## config.mk

```make
export PLATFORM = sky130hd
export DESIGN_NAME = ocr_top
export DESIGN_NICKNAME = d
export VERILOG_FILES = /design/src/hw/ocr_pkg.sv /design/src/hw/ocr_sync.sv /design/src/hw/ocr_top.sv
export SDC_FILE = /design/constraint.sdc
export NUM_CORES = 1
export LEC_CHECK = 0
export BUFFER_PORTS_ARGS = -buffer_cell sky130_fd_sc_hd__buf_2
export CAP_MARGIN = 20
export CORE_MARGIN = 2
export CORE_UTILIZATION = 40
export CTS_CLUSTER_SIZE = 12
export DETAILED_ROUTE_END_ITERATION = 10
export MAX_ROUTING_LAYER = met4
export SLEW_MARGIN = 0
export SYNTH_ARGS = -nofsm -noshare
export SYNTH_HDL_FRONTEND = slang
export SYNTH_SLANG_ARGS = --single-unit
```

## constraint.sdc

```tcl
create_clock -name clk -period 3 [get_ports clk]
set_clock_uncertainty 0.05 [all_clocks]
set_input_delay 0.45 -clock clk [delete_from_list [all_inputs] [get_ports clk]]
set_output_delay 0.45 -clock clk [all_outputs]
set_load 0.005 [all_outputs]
```

## src/hw/ocr_pkg.sv

```systemverilog
// constants, field layout and types of the oscillator control register bank
`default_nettype none

package ocr_pkg;

   ////////////////////////////////////////////////////////////////////////////////
   // register offsets (7-bit serial address)
   localparam logic [6:0] OFS_PULL_LOW     = 7'h00;
   localparam logic [6:0] OFS_ENA_PULL_HI  = 7'h01;
   localparam logic [6:0] OFS_PULL_RANGE   = 7'h02;
   localparam logic [6:0] OFS_FB_INT_FRAC  = 7'h03;
   localparam logic [6:0] OFS_FB_FRAC_LOW  = 7'h04;
   localparam logic [6:0] OFS_FWD_DIV_DRV  = 7'h05;
   localparam logic [6:0] OFS_DRV_DIV_DRV  = 7'h06;

   ////////////////////////////////////////////////////////////////////////////////
   // field positions
   localparam int POS_OE_BIT     = 10;
   localparam int POS_PULL_HI_MSB = 9;
   localparam int POS_FB_INT_LSB = 11;
   localparam int POS_FWD_LSB    = 3;
   localparam int POS_DRV_DIV    = 3;
   localparam int PULL_HI_W      = 10;
   localparam int PULL_W         = 26;

   ////////////////////////////////////////////////////////////////////////////////
   // values after reset
   localparam logic [15:0] RST_PULL_LOW = 16'h0000;
   localparam logic [9:0]  RST_PULL_HI  = 10'h000;
   localparam logic        RST_OE_BIT   = 1'b0;
   localparam logic [3:0]  RST_RANGE    = 4'h0;
   localparam logic [15:0] RST_FB_HI    = 16'h0000;
   localparam logic [15:0] RST_FB_LOW   = 16'h0000;
   localparam logic [15:0] RST_FWD_DRV  = 16'h0000;
   localparam logic [3:0]  RST_DRV_DIV  = 4'h0;

   ////////////////////////////////////////////////////////////////////////////////
   // serial frame counts: 8 command bits then 16-bit data words
   localparam logic [3:0] CMD_LAST_BIT  = 4'h7;
   localparam logic [3:0] DATA_LAST_BIT = 4'hf;
   localparam int         SYNC_STAGES   = 3;

   ////////////////////////////////////////////////////////////////////////////////
   // types
   typedef enum logic [1:0] {
      ST_IDLE,
      ST_CMD,
      ST_DATA
   } ocr_state_t;

   typedef struct packed {
      logic [4:0]  fb_int;
      logic [10:0] fb_frac_hi;
      logic [15:0] fb_frac_low;
      logic [12:0] fwd_div;
      logic [2:0]  fwd_drv;
      logic        drv_div;
      logic [2:0]  drv_ctrl;
   } ocr_cfg_t;

   typedef struct packed {
      logic sclk;
      logic cs_n;
      logic mosi;
   } ocr_spi_in_t;

endpackage : ocr_pkg

`default_nettype wire

```

## src/hw/ocr_sync.sv

```systemverilog
// three-stage input synchroniser with agreement filter, one lane per bit
`default_nettype none

module ocr_sync #(
   parameter int               WIDTH     = 3,
   parameter logic [WIDTH-1:0] RESET_VAL = '0
) (
   // clock and reset
   input  wire logic             clk,
   input  wire logic             arst_n,
   // asynchronous inputs and filtered levels
   input  wire logic [WIDTH-1:0] async_in,
   output var  logic [WIDTH-1:0] level_out
);

   ////////////////////////////////////////////////////////////////////////////////
   // per-bit chain: stage 1 feeds only stage 2; level moves once 2 and 3 agree
   genvar i;
   generate
      for (i = 0; i < WIDTH; i++) begin : g_lane
         logic s1_reg;
         logic s2_reg;
         logic s3_reg;
         always_ff @(posedge clk or negedge arst_n) begin
            if (!arst_n) begin
               s1_reg       <= RESET_VAL[i];
               s2_reg       <= RESET_VAL[i];
               s3_reg       <= RESET_VAL[i];
               level_out[i] <= RESET_VAL[i];
            end else begin
               s1_reg <= async_in[i];
               s2_reg <= s1_reg;
               s3_reg <= s2_reg;
               if (s2_reg == s3_reg) begin
                  level_out[i] <= s3_reg;
               end
            end
         end
      end
   endgenerate

endmodule : ocr_sync

`default_nettype wire

```

## src/hw/ocr_top.sv

```systemverilog
// oscillator control register bank behind a sampled serial port
`default_nettype none

module ocr_top #(
   parameter logic       OE_FROM_PIN   = 1'b0,
   parameter logic [3:0] FACTORY_RANGE = ocr_pkg::RST_RANGE
) (
   // clock and reset
   input  wire logic              clk,
   input  wire logic              arst_n,
   // serial port pins
   input  wire logic              sclk,
   input  wire logic              cs_n,
   input  wire logic              mosi,
   output var  logic              miso,
   // hardware enable pin
   input  wire logic              oe_pin,
   // oscillator controls
   output var  logic              out_enable,
   output var  logic signed [25:0] pull_word,
   output var  logic              pull_update,
   output var  logic              pull_above,
   output var  logic              pull_below,
   output var  logic [3:0]        pull_range,
   output var  ocr_pkg::ocr_cfg_t cfg
);

   ////////////////////////////////////////////////////////////////////////////////
   // input sampling
   ocr_pkg::ocr_spi_in_t spi_f;
   logic                 oe_pin_f;
   logic                 sclk_prev_reg;

   ocr_sync #(
      .WIDTH     (4),
      .RESET_VAL (4'h2)
   ) u_sync (
      .clk       (clk),
      .arst_n    (arst_n),
      .async_in  ({oe_pin, sclk, cs_n, mosi}),
      .level_out ({oe_pin_f, spi_f})
   );

   wire sclk_rise = spi_f.sclk & ~sclk_prev_reg;
   wire sclk_fall = ~spi_f.sclk & sclk_prev_reg;

   ////////////////////////////////////////////////////////////////////////////////
   // frame state
   ocr_pkg::ocr_state_t state_reg;
   ocr_pkg::ocr_state_t state_next;
   logic [3:0]          bit_cnt_reg;
   logic [15:0]         rx_reg;
   logic [15:0]         tx_reg;
   logic [6:0]          addr_reg;
   logic                rd_mode_reg;

   wire [15:0] rx_next   = {rx_reg[14:0], spi_f.mosi};
   wire        cmd_done  = sclk_rise && (state_reg == ocr_pkg::ST_CMD)
                           && (bit_cnt_reg == ocr_pkg::CMD_LAST_BIT);
   wire        word_done = sclk_rise && (state_reg == ocr_pkg::ST_DATA)
                           && (bit_cnt_reg == ocr_pkg::DATA_LAST_BIT);
   wire [6:0]  addr_cur  = cmd_done ? rx_next[6:0] : addr_reg;
   wire [6:0]  addr_rd   = cmd_done ? rx_next[6:0] : 7'(addr_reg + 7'h01);

   always_comb begin
      state_next = state_reg;
      unique case (state_reg)
         ocr_pkg::ST_IDLE: begin
            if (!spi_f.cs_n) begin
               state_next = ocr_pkg::ST_CMD;
            end
         end
         ocr_pkg::ST_CMD: begin
            if (cmd_done) begin
               state_next = ocr_pkg::ST_DATA;
            end
         end
         ocr_pkg::ST_DATA: begin
            state_next = ocr_pkg::ST_DATA;
         end
      endcase
      if (spi_f.cs_n) begin
         state_next = ocr_pkg::ST_IDLE;
      end
   end

   ////////////////////////////////////////////////////////////////////////////////
   // register storage
   logic [15:0] pull_low_reg;
   logic [9:0]  pull_hi_reg;
   logic        oe_bit_reg;
   logic        commit_seen_reg;

   // write strobes: word complete in a write frame, decoded by address
   wire        wr_any   = word_done && !rd_mode_reg;
   wire [15:0] wdata    = rx_next;
   wire        wr_low   = wr_any && (addr_reg == ocr_pkg::OFS_PULL_LOW);
   wire        wr_high  = wr_any && (addr_reg == ocr_pkg::OFS_ENA_PULL_HI);
   wire        wr_range = wr_any && (addr_reg == ocr_pkg::OFS_PULL_RANGE);
   wire        wr_fb_hi = wr_any && (addr_reg == ocr_pkg::OFS_FB_INT_FRAC);
   wire        wr_fb_lo = wr_any && (addr_reg == ocr_pkg::OFS_FB_FRAC_LOW);
   wire        wr_fwd   = wr_any && (addr_reg == ocr_pkg::OFS_FWD_DIV_DRV);
   wire        wr_drv   = wr_any && (addr_reg == ocr_pkg::OFS_DRV_DIV_DRV);

   // committed word is the new high field over the stored low word
   wire [25:0] commit_word = {wdata[ocr_pkg::POS_PULL_HI_MSB:0], pull_low_reg};
   wire        commit_neg  = commit_word[ocr_pkg::PULL_W-1];
   wire        commit_pos  = !commit_neg && (commit_word != 26'h0000000);
   // enable bit is writable only when software owns the driver enable
   wire        oe_bit_next = OE_FROM_PIN ? 1'b0 : wdata[ocr_pkg::POS_OE_BIT];
   wire        oe_source   = OE_FROM_PIN ? oe_pin_f : oe_bit_reg;

   // read mux; unused upper bits and unmapped addresses read zero
   logic [15:0] rdata;
   assign rdata =
      (addr_rd == ocr_pkg::OFS_PULL_LOW)    ? pull_low_reg :
      (addr_rd == ocr_pkg::OFS_ENA_PULL_HI) ? {5'h00, oe_bit_reg, pull_hi_reg} :
      (addr_rd == ocr_pkg::OFS_PULL_RANGE)  ? {12'h000, pull_range} :
      (addr_rd == ocr_pkg::OFS_FB_INT_FRAC) ? {cfg.fb_int, cfg.fb_frac_hi} :
      (addr_rd == ocr_pkg::OFS_FB_FRAC_LOW) ? cfg.fb_frac_low :
      (addr_rd == ocr_pkg::OFS_FWD_DIV_DRV) ? {cfg.fwd_div, cfg.fwd_drv} :
      (addr_rd == ocr_pkg::OFS_DRV_DIV_DRV) ? {12'h000, cfg.drv_div, cfg.drv_ctrl} :
      16'h0000;

   ////////////////////////////////////////////////////////////////////////////////
   // serial engine
   always_ff @(posedge clk or negedge arst_n) begin
      if (!arst_n) begin
         state_reg     <= ocr_pkg::ST_IDLE;
         sclk_prev_reg <= 1'b0;
         bit_cnt_reg   <= 4'h0;
         rx_reg        <= 16'h0000;
         addr_reg      <= 7'h00;
         rd_mode_reg   <= 1'b0;
      end else begin
         state_reg     <= state_next;
         sclk_prev_reg <= spi_f.sclk;
         if (state_next == ocr_pkg::ST_IDLE || cmd_done || word_done) begin
            bit_cnt_reg <= 4'h0;
         end else if (sclk_rise) begin
            bit_cnt_reg <= 4'(bit_cnt_reg + 4'h1);
            rx_reg      <= rx_next;
         end
         if (cmd_done) begin
            rd_mode_reg <= rx_next[7];
         end
         if (cmd_done || word_done) begin
            addr_reg <= word_done ? 7'(addr_reg + 7'h01) : addr_cur;
         end
      end
   end

   // read data loads at word boundaries and leaves msb first on falling edges
   always_ff @(posedge clk or negedge arst_n) begin
      if (!arst_n) begin
         tx_reg <= 16'h0000;
         miso   <= 1'b0;
      end else if (state_next == ocr_pkg::ST_IDLE) begin
         tx_reg <= 16'h0000;
         miso   <= 1'b0;
      end else if ((cmd_done && rx_next[7]) || (word_done && rd_mode_reg)) begin
         tx_reg <= rdata;
      end else if (sclk_fall && state_reg == ocr_pkg::ST_DATA && rd_mode_reg) begin
         miso   <= tx_reg[15];
         tx_reg <= {tx_reg[14:0], 1'b0};
      end
   end

   ////////////////////////////////////////////////////////////////////////////////
   // frequency pull word
   always_ff @(posedge clk or negedge arst_n) begin
      if (!arst_n) begin
         pull_low_reg    <= ocr_pkg::RST_PULL_LOW;
         pull_hi_reg     <= ocr_pkg::RST_PULL_HI;
         pull_word       <= 26'sh0000000;
         pull_update     <= 1'b0;
         pull_above      <= 1'b0;
         pull_below      <= 1'b0;
         commit_seen_reg <= 1'b0;
      end else begin
         pull_update <= wr_high;
         if (wr_low) begin
            pull_low_reg <= wdata;
         end
         if (wr_high) begin
            pull_hi_reg     <= wdata[ocr_pkg::POS_PULL_HI_MSB:0];
            pull_word       <= commit_word;
            pull_above      <= commit_pos;
            pull_below      <= commit_neg;
            commit_seen_reg <= 1'b1;
         end
      end
   end

   ////////////////////////////////////////////////////////////////////////////////
   // output enable, range and divider fields
   always_ff @(posedge clk or negedge arst_n) begin
      if (!arst_n) begin
         oe_bit_reg      <= ocr_pkg::RST_OE_BIT;
         out_enable      <= 1'b0;
         // range comes up at the factory choice
         pull_range      <= FACTORY_RANGE;
         cfg             <= '0;
      end else begin
         out_enable <= oe_source;
         if (wr_high) begin
            oe_bit_reg <= oe_bit_next;
         end
         if (wr_range) begin
            pull_range <= wdata[3:0];
         end
         if (wr_fb_hi) begin
            cfg.fb_int     <= wdata[15:ocr_pkg::POS_FB_INT_LSB];
            cfg.fb_frac_hi <= wdata[ocr_pkg::POS_FB_INT_LSB-1:0];
         end
         if (wr_fb_lo) begin
            cfg.fb_frac_low <= wdata;
         end
         if (wr_fwd) begin
            cfg.fwd_div <= wdata[15:ocr_pkg::POS_FWD_LSB];
            cfg.fwd_drv <= wdata[ocr_pkg::POS_FWD_LSB-1:0];
         end
         if (wr_drv) begin
            cfg.drv_div  <= wdata[ocr_pkg::POS_DRV_DIV];
            cfg.drv_ctrl <= wdata[2:0];
         end
      end
   end

   ////////////////////////////////////////////////////////////////////////////////
   // assertions
   a_low_no_commit: assert property (@(posedge clk) disable iff (!arst_n)
      (wr_low && !wr_high) |=> $stable(pull_word) && !pull_update)
      else $error("low word write changed the pull word");

   a_high_commit: assert property (@(posedge clk) disable iff (!arst_n)
      wr_high |=> (pull_word == {$past(wdata[9:0]), $past(pull_low_reg)}) && pull_update)
      else $error("high word write did not commit the combined word");

   a_pull_reset_zero: assert property (@(posedge clk) disable iff (!arst_n)
      !commit_seen_reg |-> (pull_word == 26'sh0000000) && !pull_above && !pull_below)
      else $error("pull word not zero before first commit");

   a_pull_sign: assert property (@(posedge clk) disable iff (!arst_n)
      (pull_below == (pull_word < 0)) && (pull_above == (pull_word > 0)))
      else $error("pull direction flags disagree with signed word");

   a_oe_pin_lock: assert property (@(posedge clk) disable iff (!arst_n)
      OE_FROM_PIN |-> !oe_bit_reg)
      else $error("enable bit changed in pin mode");

   a_oe_soft_write: assert property (@(posedge clk) disable iff (!arst_n)
      (!OE_FROM_PIN && wr_high) |=> oe_bit_reg == $past(wdata[10]))
      else $error("enable bit did not take the written value");

   a_out_enable: assert property (@(posedge clk) disable iff (!arst_n)
      !OE_FROM_PIN |-> ##1 (out_enable == $past(oe_bit_reg)))
      else $error("driver enable does not follow the enable bit");

   a_unused_zero: assert property (@(posedge clk) disable iff (!arst_n)
      (addr_rd == ocr_pkg::OFS_PULL_RANGE || addr_rd == ocr_pkg::OFS_ENA_PULL_HI)
      |-> (rdata[15:11] == 5'h00) && (addr_rd != ocr_pkg::OFS_PULL_RANGE
          || rdata[15:4] == 12'h000))
      else $error("unused bits read non-zero");

   a_range_write: assert property (@(posedge clk) disable iff (!arst_n)
      wr_range |=> pull_range == $past(wdata[3:0]))
      else $error("pull range field not written");

   a_fb_fields: assert property (@(posedge clk) disable iff (!arst_n)
      wr_fb_hi |=> {cfg.fb_int, cfg.fb_frac_hi} == $past(wdata))
      else $error("divider integer and fraction high not written");

   a_frac_low: assert property (@(posedge clk) disable iff (!arst_n)
      wr_fb_lo ##1 (!wr_fb_lo) [*2] |-> cfg.fb_frac_low == $past(wdata, 2))
      else $error("divider fraction low word not held");

   a_pin_follow: assert property (@(posedge clk) disable iff (!arst_n)
      OE_FROM_PIN |=> out_enable == $past(oe_pin_f))
      else $error("driver enable does not follow the enable pin");

   a_read_load: assert property (@(posedge clk) disable iff (!arst_n)
      (word_done && rd_mode_reg && !spi_f.cs_n) |=> tx_reg == $past(rdata))
      else $error("read word not loaded at word boundary");

   a_unmapped_write: assert property (@(posedge clk) disable iff (!arst_n)
      (wr_any && addr_reg > ocr_pkg::OFS_DRV_DIV_DRV) |=> $stable(pull_word)
      && $stable(cfg) && $stable(pull_range) && $stable(oe_bit_reg))
      else $error("write to unmapped offset changed a register");

   a_frame_abort: assert property (@(posedge clk) disable iff (!arst_n)
      spi_f.cs_n |=> (state_reg == ocr_pkg::ST_IDLE) && !miso)
      else $error("frame not ended by chip select");

   c_commit: cover property (@(posedge clk) disable iff (!arst_n)
      wr_low ##[1:200] wr_high);
   c_read_word: cover property (@(posedge clk) disable iff (!arst_n)
      word_done && rd_mode_reg);
   c_enable_on: cover property (@(posedge clk) disable iff (!arst_n)
      $rose(out_enable));
   c_negative_pull: cover property (@(posedge clk) disable iff (!arst_n)
      $rose(pull_below));
   c_cut_frame: cover property (@(posedge clk) disable iff (!arst_n)
      (state_reg == ocr_pkg::ST_DATA) && spi_f.cs_n && (bit_cnt_reg != 4'h0));

endmodule : ocr_top

`default_nettype wire

```

; After elaboration in Yosys (flattened, before gate mapping)
; Cells that the tools add are included.
[word_totals]
reg_bits = 172
input_bits = 6
output_inout_bits = 87
word_cells = 119
[classes]
add_sub_neg = 2
n_eq_ne = 20
muxes = 21
bitwise = 5
reduce_logical = 35
[op_table]
columns = operator, count
row1 = 16-bit 2-to-1 mux, 9
row2 = "7-bit by 3-bit == test with 1-bit output, second input constant", 6
row3 = "7-bit by 2-bit == test with 1-bit output, second input constant", 4
row4 = 26-bit nonzero test, 1
row5 = 7-bit 2-to-1 mux, 3
row6 = 1-bit logical AND, 17
row7 = "7-bit by 1-bit == test with 1-bit output, second input constant", 2
row8 = 7-bit logical NOT, 2
row9 = 4-bit 2-to-1 mux, 3
row10 = "7-bit by 1-bit adder with 7-bit output, second input constant", 1
row11 = 2-bit case mux with 3 select lines, 1
row12 = 2-bit AND reduction, 3
row13 = 2-bit nonzero test, 3
row14 = "4-bit by 1-bit adder with 4-bit output, second input constant", 1
row15 = "4-bit by 3-bit == test with 1-bit output, second input constant", 1
row16 = "4-bit == test, second input constant", 1
row17 = 2-bit logical NOT, 2
row18 = 1-bit logical OR, 4
row19 = 2-bit 2-to-1 mux, 2
row20 = 1-bit == test, 3
row21 = 1-bit 2-to-1 mux, 3
row22 = 1-bit NOT, 3
row23 = 3-bit nonzero test, 1
row24 = 1-bit AND, 2
row25 = other kinds (4), 5

; Longest topological paths before layout
[logic_depth]
ltp_word = 15
mapped_depth = 11
mapped_depth_nobuf = 9

; By module
; A second synthesis with hierarchy kept.
[hier_totals]
cells_unflattened = 640
hier_area_um2 = 7636.1
[by_module_without_submodules]
columns = mod, instances, cells_each, area_per_inst_um2, seq_area_each_um2
row1 = ocr_top, 1, 620, 7185.6, 3728.6
row2 = ocr_sync, 1, 20, 450.4, 405.4

; Least setup slack after synthesis
; No wires, ideal clock.
[synth_path]
kind = register to register
from = register addr_reg[0]
to = register tx_reg[0]
setup_time_ns = 0.122
arrival_time_ns = 2.298
t_required_ns = 2.828
path_slack_ns = 0.530
path_stages_with_launch = 10
path_buffers = 1
period_less_slack_ns = 2.470
path_cell_list = dfrtp_1 buf_6 inv_1 ha_1 o21ai_0 a21boi_1 mux2_2 a22oi_1 o22ai_1 a32o_1
[synth_between]
elab_chain_len = 12
word_cells_on_any_way = 18
cone_classes = add/sub (1) / eq/ne (6) / mux (10) / reduce/logical (1)
[synth_rtl]
columns = item, line
row1 = from (decl), ocr_top.sv:54  ; logic [6:0] addr_reg;
row2 = from (signal assigned), ocr_top.sv:148  ; addr_reg <= word_done ? 7'(addr_reg + 7'h01) : addr_cur;
row3 = 7-bit by 1-bit adder with 7-bit output (*), ocr_top.sv:63  ; wire [6:0] addr_rd = cmd_done ? rx_next[6:0] : 7'(addr_reg + 7'h01);
row4 = 7-bit 2-to-1 mux (*), ocr_top.sv:63
row5 = 7-bit by 3-bit == test with 1-bit output, ocr_top.sv:122  ; (addr_rd == ocr_pkg::OFS_DRV_DIV_DRV) ? {12'h000, cfg.drv_div, cfg.drv_ctrl} :
row6 = 4-bit 2-to-1 mux, ocr_top.sv:122
row7 = 16-bit 2-to-1 mux, ocr_top.sv:121  ; (addr_rd == ocr_pkg::OFS_FWD_DIV_DRV) ? {cfg.fwd_div, cfg.fwd_drv} :
row8 = 16-bit 2-to-1 mux, ocr_top.sv:120  ; (addr_rd == ocr_pkg::OFS_FB_FRAC_LOW) ? cfg.fb_frac_low :
row9 = 16-bit 2-to-1 mux, ocr_top.sv:119  ; (addr_rd == ocr_pkg::OFS_FB_INT_FRAC) ? {cfg.fb_int, cfg.fb_frac_hi} :
row10 = 16-bit 2-to-1 mux, ocr_top.sv:118  ; (addr_rd == ocr_pkg::OFS_PULL_RANGE) ? {12'h000, pull_range} :
row11 = 16-bit 2-to-1 mux, ocr_top.sv:117  ; (addr_rd == ocr_pkg::OFS_ENA_PULL_HI) ? {5'h00, oe_bit_reg, pull_hi_reg} :
row12 = 16-bit 2-to-1 mux (*), ocr_top.sv:116  ; (addr_rd == ocr_pkg::OFS_PULL_LOW) ? pull_low_reg :
row13 = 16-bit 2-to-1 mux (*), ocr_top.sv:161  ; end else if ((cmd_done && rx_next[7]) || (word_done && rd_mode_reg)) begin
row14 = 16-bit 2-to-1 mux (*), ocr_top.sv:158  ; end else if (state_next == ocr_pkg::ST_IDLE) begin
row15 = to (signal assigned), ocr_top.sv:162  ; tx_reg <= rdata;
row16 = to (signal assigned), ocr_top.sv:165  ; tx_reg <= {tx_reg[14:0], 1'b0};
row17 = to (decl), ocr_top.sv:53  ; logic [15:0] tx_reg;
; Every way passes the cells marked *; elsewhere a longest branch is shown, timed or not.
; A chain may end at the register's enable or synchronous reset.

; Worst setup path after layout
[layout_path]
from = register bit_cnt_reg[0]
to = register tx_reg[10]
[layout_between]
elab_chain_len = 12
word_cells_on_any_way = 27
cone_classes = eq/ne (7) / mux (12) / reduce/logical (8)
[layout_rtl]
columns = item, line
row1 = from (decl), ocr_top.sv:51  ; logic [3:0] bit_cnt_reg;
row2 = from (signal assigned), ocr_top.sv:141  ; bit_cnt_reg <= 4'(bit_cnt_reg + 4'h1);
row3 = 4-bit by 3-bit == test with 1-bit output, ocr_top.sv:59  ; && (bit_cnt_reg == ocr_pkg::CMD_LAST_BIT);
row4 = 1-bit logical AND, ocr_top.sv:59
row5 = 7-bit 2-to-1 mux, ocr_top.sv:63
row6 = 7-bit by 3-bit == test with 1-bit output, ocr_top.sv:121
row7 = 16-bit 2-to-1 mux, ocr_top.sv:121
row8 = 16-bit 2-to-1 mux, ocr_top.sv:120
row9 = 16-bit 2-to-1 mux, ocr_top.sv:119
row10 = 16-bit 2-to-1 mux, ocr_top.sv:118
row11 = 16-bit 2-to-1 mux, ocr_top.sv:117
row12 = 16-bit 2-to-1 mux, ocr_top.sv:116
row13 = 16-bit 2-to-1 mux, ocr_top.sv:161
row14 = 16-bit 2-to-1 mux, ocr_top.sv:158
; Several ways; a longest one is shown, not always the timed one.

==> results.yml <==
pwr:
  cellLeakagePower_nw: 4.44
  cell_internal_pwr_mw: 3.57
  ir_worst_vdd_mv: 0.412
  p_switching_mw: 1.28
  pwr-share-clk: 0.446
  share_comb_of_total_power: 0.050
  seq_power_share: 0.503
  p_total_mw: 4.85
  p_per_area_nw_per_um2: 550
  p_sw_frac: 0.264
cts:
  clkSlewWorstSetupHoldPaths_ns: 0.06
  clk_latency_worst_skew_pair_ns: 0.44
  cts-buffers-inserted: 17
  clock_tree_from_tritoncts: "done"
  post_cts_repair_resize_count: 0
  clock_tree.root_cell: "clkbuf_16"
  postCtsHoldBufs: 0
  cts_setup_buffers: 0
  clock_tree_buf_depth: 2
  clock_tree.htree_level_count: 4
  clock_sinks: 161
finish:
  drive_above_1_share: 0.388
  largest_registers_ranked_by_flip_flop_count: "cfg (52), pull_word (26)"
  nets: 724
  layout-area-overhead-vs-synth_pct: 17.9
  n_antenna_cell: 0
  largest_reg_flops: 52
  largest_register: "cfg"
drt:
  ant_nets: 0
  detail_route.iter0.violations: 369
  drt_drc_violations_left: 0
  dr_total_vias: 5332
  via_cell_ratio: 5.57
  postRouteWirelength_um: 19600
  dr.pass1.iters: 4
  routedWlPerCell_um: 20.4
global_route:
  use_met3: 0.0346
  grt_pass1_vias: 5471
  grt_overflow_total: 0
  global_route.usage.met2: 0.317
  gr-usage-met1: 0.303
  grt_use_total: 0.214
  grt_start_max_net_pins: 75
  grt_antenna_before_repair: 0
  grt_pass1_wl_um: 31500
  busiest_layer: "met2"
timing:
  setup_slack_ns: 0.305
  slew-limit-headroom: 0.479
  finalWorstPathRequiredPeriod_ns: 2.70
  timing.final.max_slew_violations: 0
  whs_ns: -0.0191
  totalNegativeSetupSlack_ns: 0
  finalHoldViolCount: 25
  final_min_period_over_clock_period: 0.898
  setup_repair_after_global_routing_missed_its_margin: "no"
  setup_viol: 0
  fmax_ghz: 0.371
  max_slew.worst_pin.slew_ns: 0.781
floorplan:
  die_width_um: 141
  coreArea_um2: 18500
  initial_standard_cell_utilization_of_the_core: 0.404
  dieHeight_um: 141
  io_pins: 93
  floorplan.die_area_um2: 19800
  rows: 50
setup_path:
  critPathCaptureType: "flop"
  crit_path_launch_type: "flop"
  path_class: "reg -> reg"
  critPathTopFamily: "compound AO/OA/AOI/OAI gates"
  cell_chain_critical_path: "ha_1 -> and4b_1 -> nand3_1 -> a21boi_2 -> buf_4 -> nand2_1 -> a21oi_1 -> a21oi_1 -> a221oi_1"
  critical_path_arrival_ns: 2.97
  worst-endpoint-required_ns: 3.28
  slowest_stage: "a21boi_2"
  most_used_cell_along_the_critical_path: "a21oi_1"
  critical_path.n_buffers_inverters: 1
  worstPathMaxFanout: 7
  max_stage_delay_ns: 0.45
placement:
  port_buffers: 91
  place_worst_setup_slack_ns: 0.277
  final_weighted_congestion_of_routability_driven_global_placement: 0.869
  detailed_place_hpwl_um: 13900
synth:
  ys.flop_type: "dfrtp_1"
  mappedNetlistArea_um2: 7490
  ys_ff_latch: 161
  synth_top_area_cell: "dfrtp_1"
  synth_enable_flop_cells: 0
  count_of_cell_types_in_the_netlist: 67
  synthTopCellsByArea: "dfrtp_1 (52%), mux2_2 (15%), nand2_1 (3.6%), mux2_4 (3.0%), a221oi_1 (2.5%)"
  ys_warnings: 0
  asyncSetResetFlopFracSynth: 1.00
  postSynthAreaPerCell_um2: 12.2
  synth_fp_nets: 627
  synth-seq-area-share: 0.539
  post_synth_inst_count: 614
  netlist.area_leader.share: 0.525
run_status:
  violations_in_the_final_reports: "hold timing"
  status: "finished, violations left"
worst_hold_path:
  min-delay-path-class: "in -> async"
job:
  max_cap_viol_count: 0
==> final timing paths <==
kind                                                        start                                end  slack (ns)  depth (start not counted)
max in group asynchronous                                  arst_n                   miso$_DFFE_PN0P_        2.23                          2
worst max-delay path                   bit_cnt_reg[0]$_DFFE_PN0P_             tx_reg[10]$_DFFE_PN0P_        0.30                          9
min in group clk                                             mosi  u_sync.g_lane[0].s1_reg$_DFF_PN0_        0.06                          1
worst max register to register         bit_cnt_reg[0]$_DFFE_PN0P_             tx_reg[10]$_DFFE_PN0P_        0.30                          9
worst min register to register  u_sync.g_lane[2].s1_reg$_DFF_PN0_  u_sync.g_lane[2].s2_reg$_DFF_PN0_        0.30                          0
worst min-delay path                                       arst_n                cfg[23]$_DFFE_PN0P_       -0.02                          1
==> synth_stat cells, types with 3 or more instances <==
cell	instances
dfstp_2	4
nor3_1	8
mux2_4	15
nand2_1	72
nor2_1	22
inv_1	13
nand4b_1	3
buf_2	12
a22oi_1	6
mux2_2	97
nor4_1	5
o22ai_1	4
o31ai_1	3
dfrtp_1	157
mux2i_1	9
o2bb2ai_1	5
and3_1	4
maj3_1	3
o21ai_0	9
a311oi_1	3
buf_4	4
clkbuf_1	15
nor2b_1	5
nand3_1	16
ha_1	7
a21oi_1	29
buf_6	6
a221oi_1	21
nand2_4	3
o21ai_1	3
o21a_1	4
==> final cells by class <==
type	instances	area [um2]
timing repair buffer	116	674
clock inverter	14	155
sequential	161	4030
fill	1699	9690
inverter	14	52.6
multi-input combinational	401	3190
clock buffer	18	429
tap	234	293
==> kinds of logic after synthesis <==
| family | Yosys count | synth area share |
|---|---|---|
| AOI/OAI and AO/OA | 110 | 0.108 |
| xor gates and xnor gates | 4 | 0.00468 |
| adders and majority gates | 10 | 0.0157 |
| buffers and inverters | 52 | 0.0362 |
| DFF | 161 | 0.539 |
| muxes | 122 | 0.189 |
| and+or+nand+nor | 155 | 0.107 |
==> worst reg2reg max path, stage by stage, from the launching register on <==
cell and delay [ns]:
dfrtp_1 0.41, ha_1 0.25, and4b_1 0.32, nand3_1 0.27, a21boi_2 0.45, buf_4 0.25, nand2_1 0.07, a21oi_1 0.12
a21oi_1 0.10, a221oi_1 0.30
==> through the flow <==
stage | utilization | hold WS [ns] | cell area, um2 | instances
finish | 0.477 | -0.0191 | 8830 | 958
global route | 0.477 | 0.0480 | 8830 | 958
CTS | 0.477 | 0.0100 | 8830 | 958
detailed placement | 0.445 | 0.290 | 8240 | 926
global placement | 0.445 | 0.287 | 8240 | 926
floorplan | - | 0.104 | 7490 | 614
==> power groups by stage <==
stage / combinational [mW] / sequential [mW] / clock, mW
after global routing: 0.272 / 2.46 / 2.29
after floorplan: 0.236 / 2.31 / 0
after CTS: 0.247 / 2.44 / 2.20
final: 0.244 / 2.44 / 2.17
after detailed placement: 0.246 / 2.48 / 0
after global placement: 0.238 / 2.48 / 0
==> metal layers <==
layer  share of wire  wire [um]
met4           0.012        232
met3           0.039        771
met2            0.47       9130
met1            0.48       9430
met5               0          0
==> placed cells by master (no fill, tap or decap), drive strengths merged, types with 4 or more instances in the layout <==
cell / count
dfrtp: 157
buf: 116
mux2: 113
nand2: 75
a21oi: 30
nor2: 23
a221oi: 21
clkbuf: 18
nand3: 18
inv: 18
o21ai: 14
mux2i: 9
nor3: 8
ha: 7
a22oi: 6
nor4: 6
nor2b: 5
o2bb2ai: 5
clkinvlp: 5
and3: 4
o21a: 4
o22ai: 4
dfstp: 4
a21boi: 4
(Power assumes the default switching activity.)
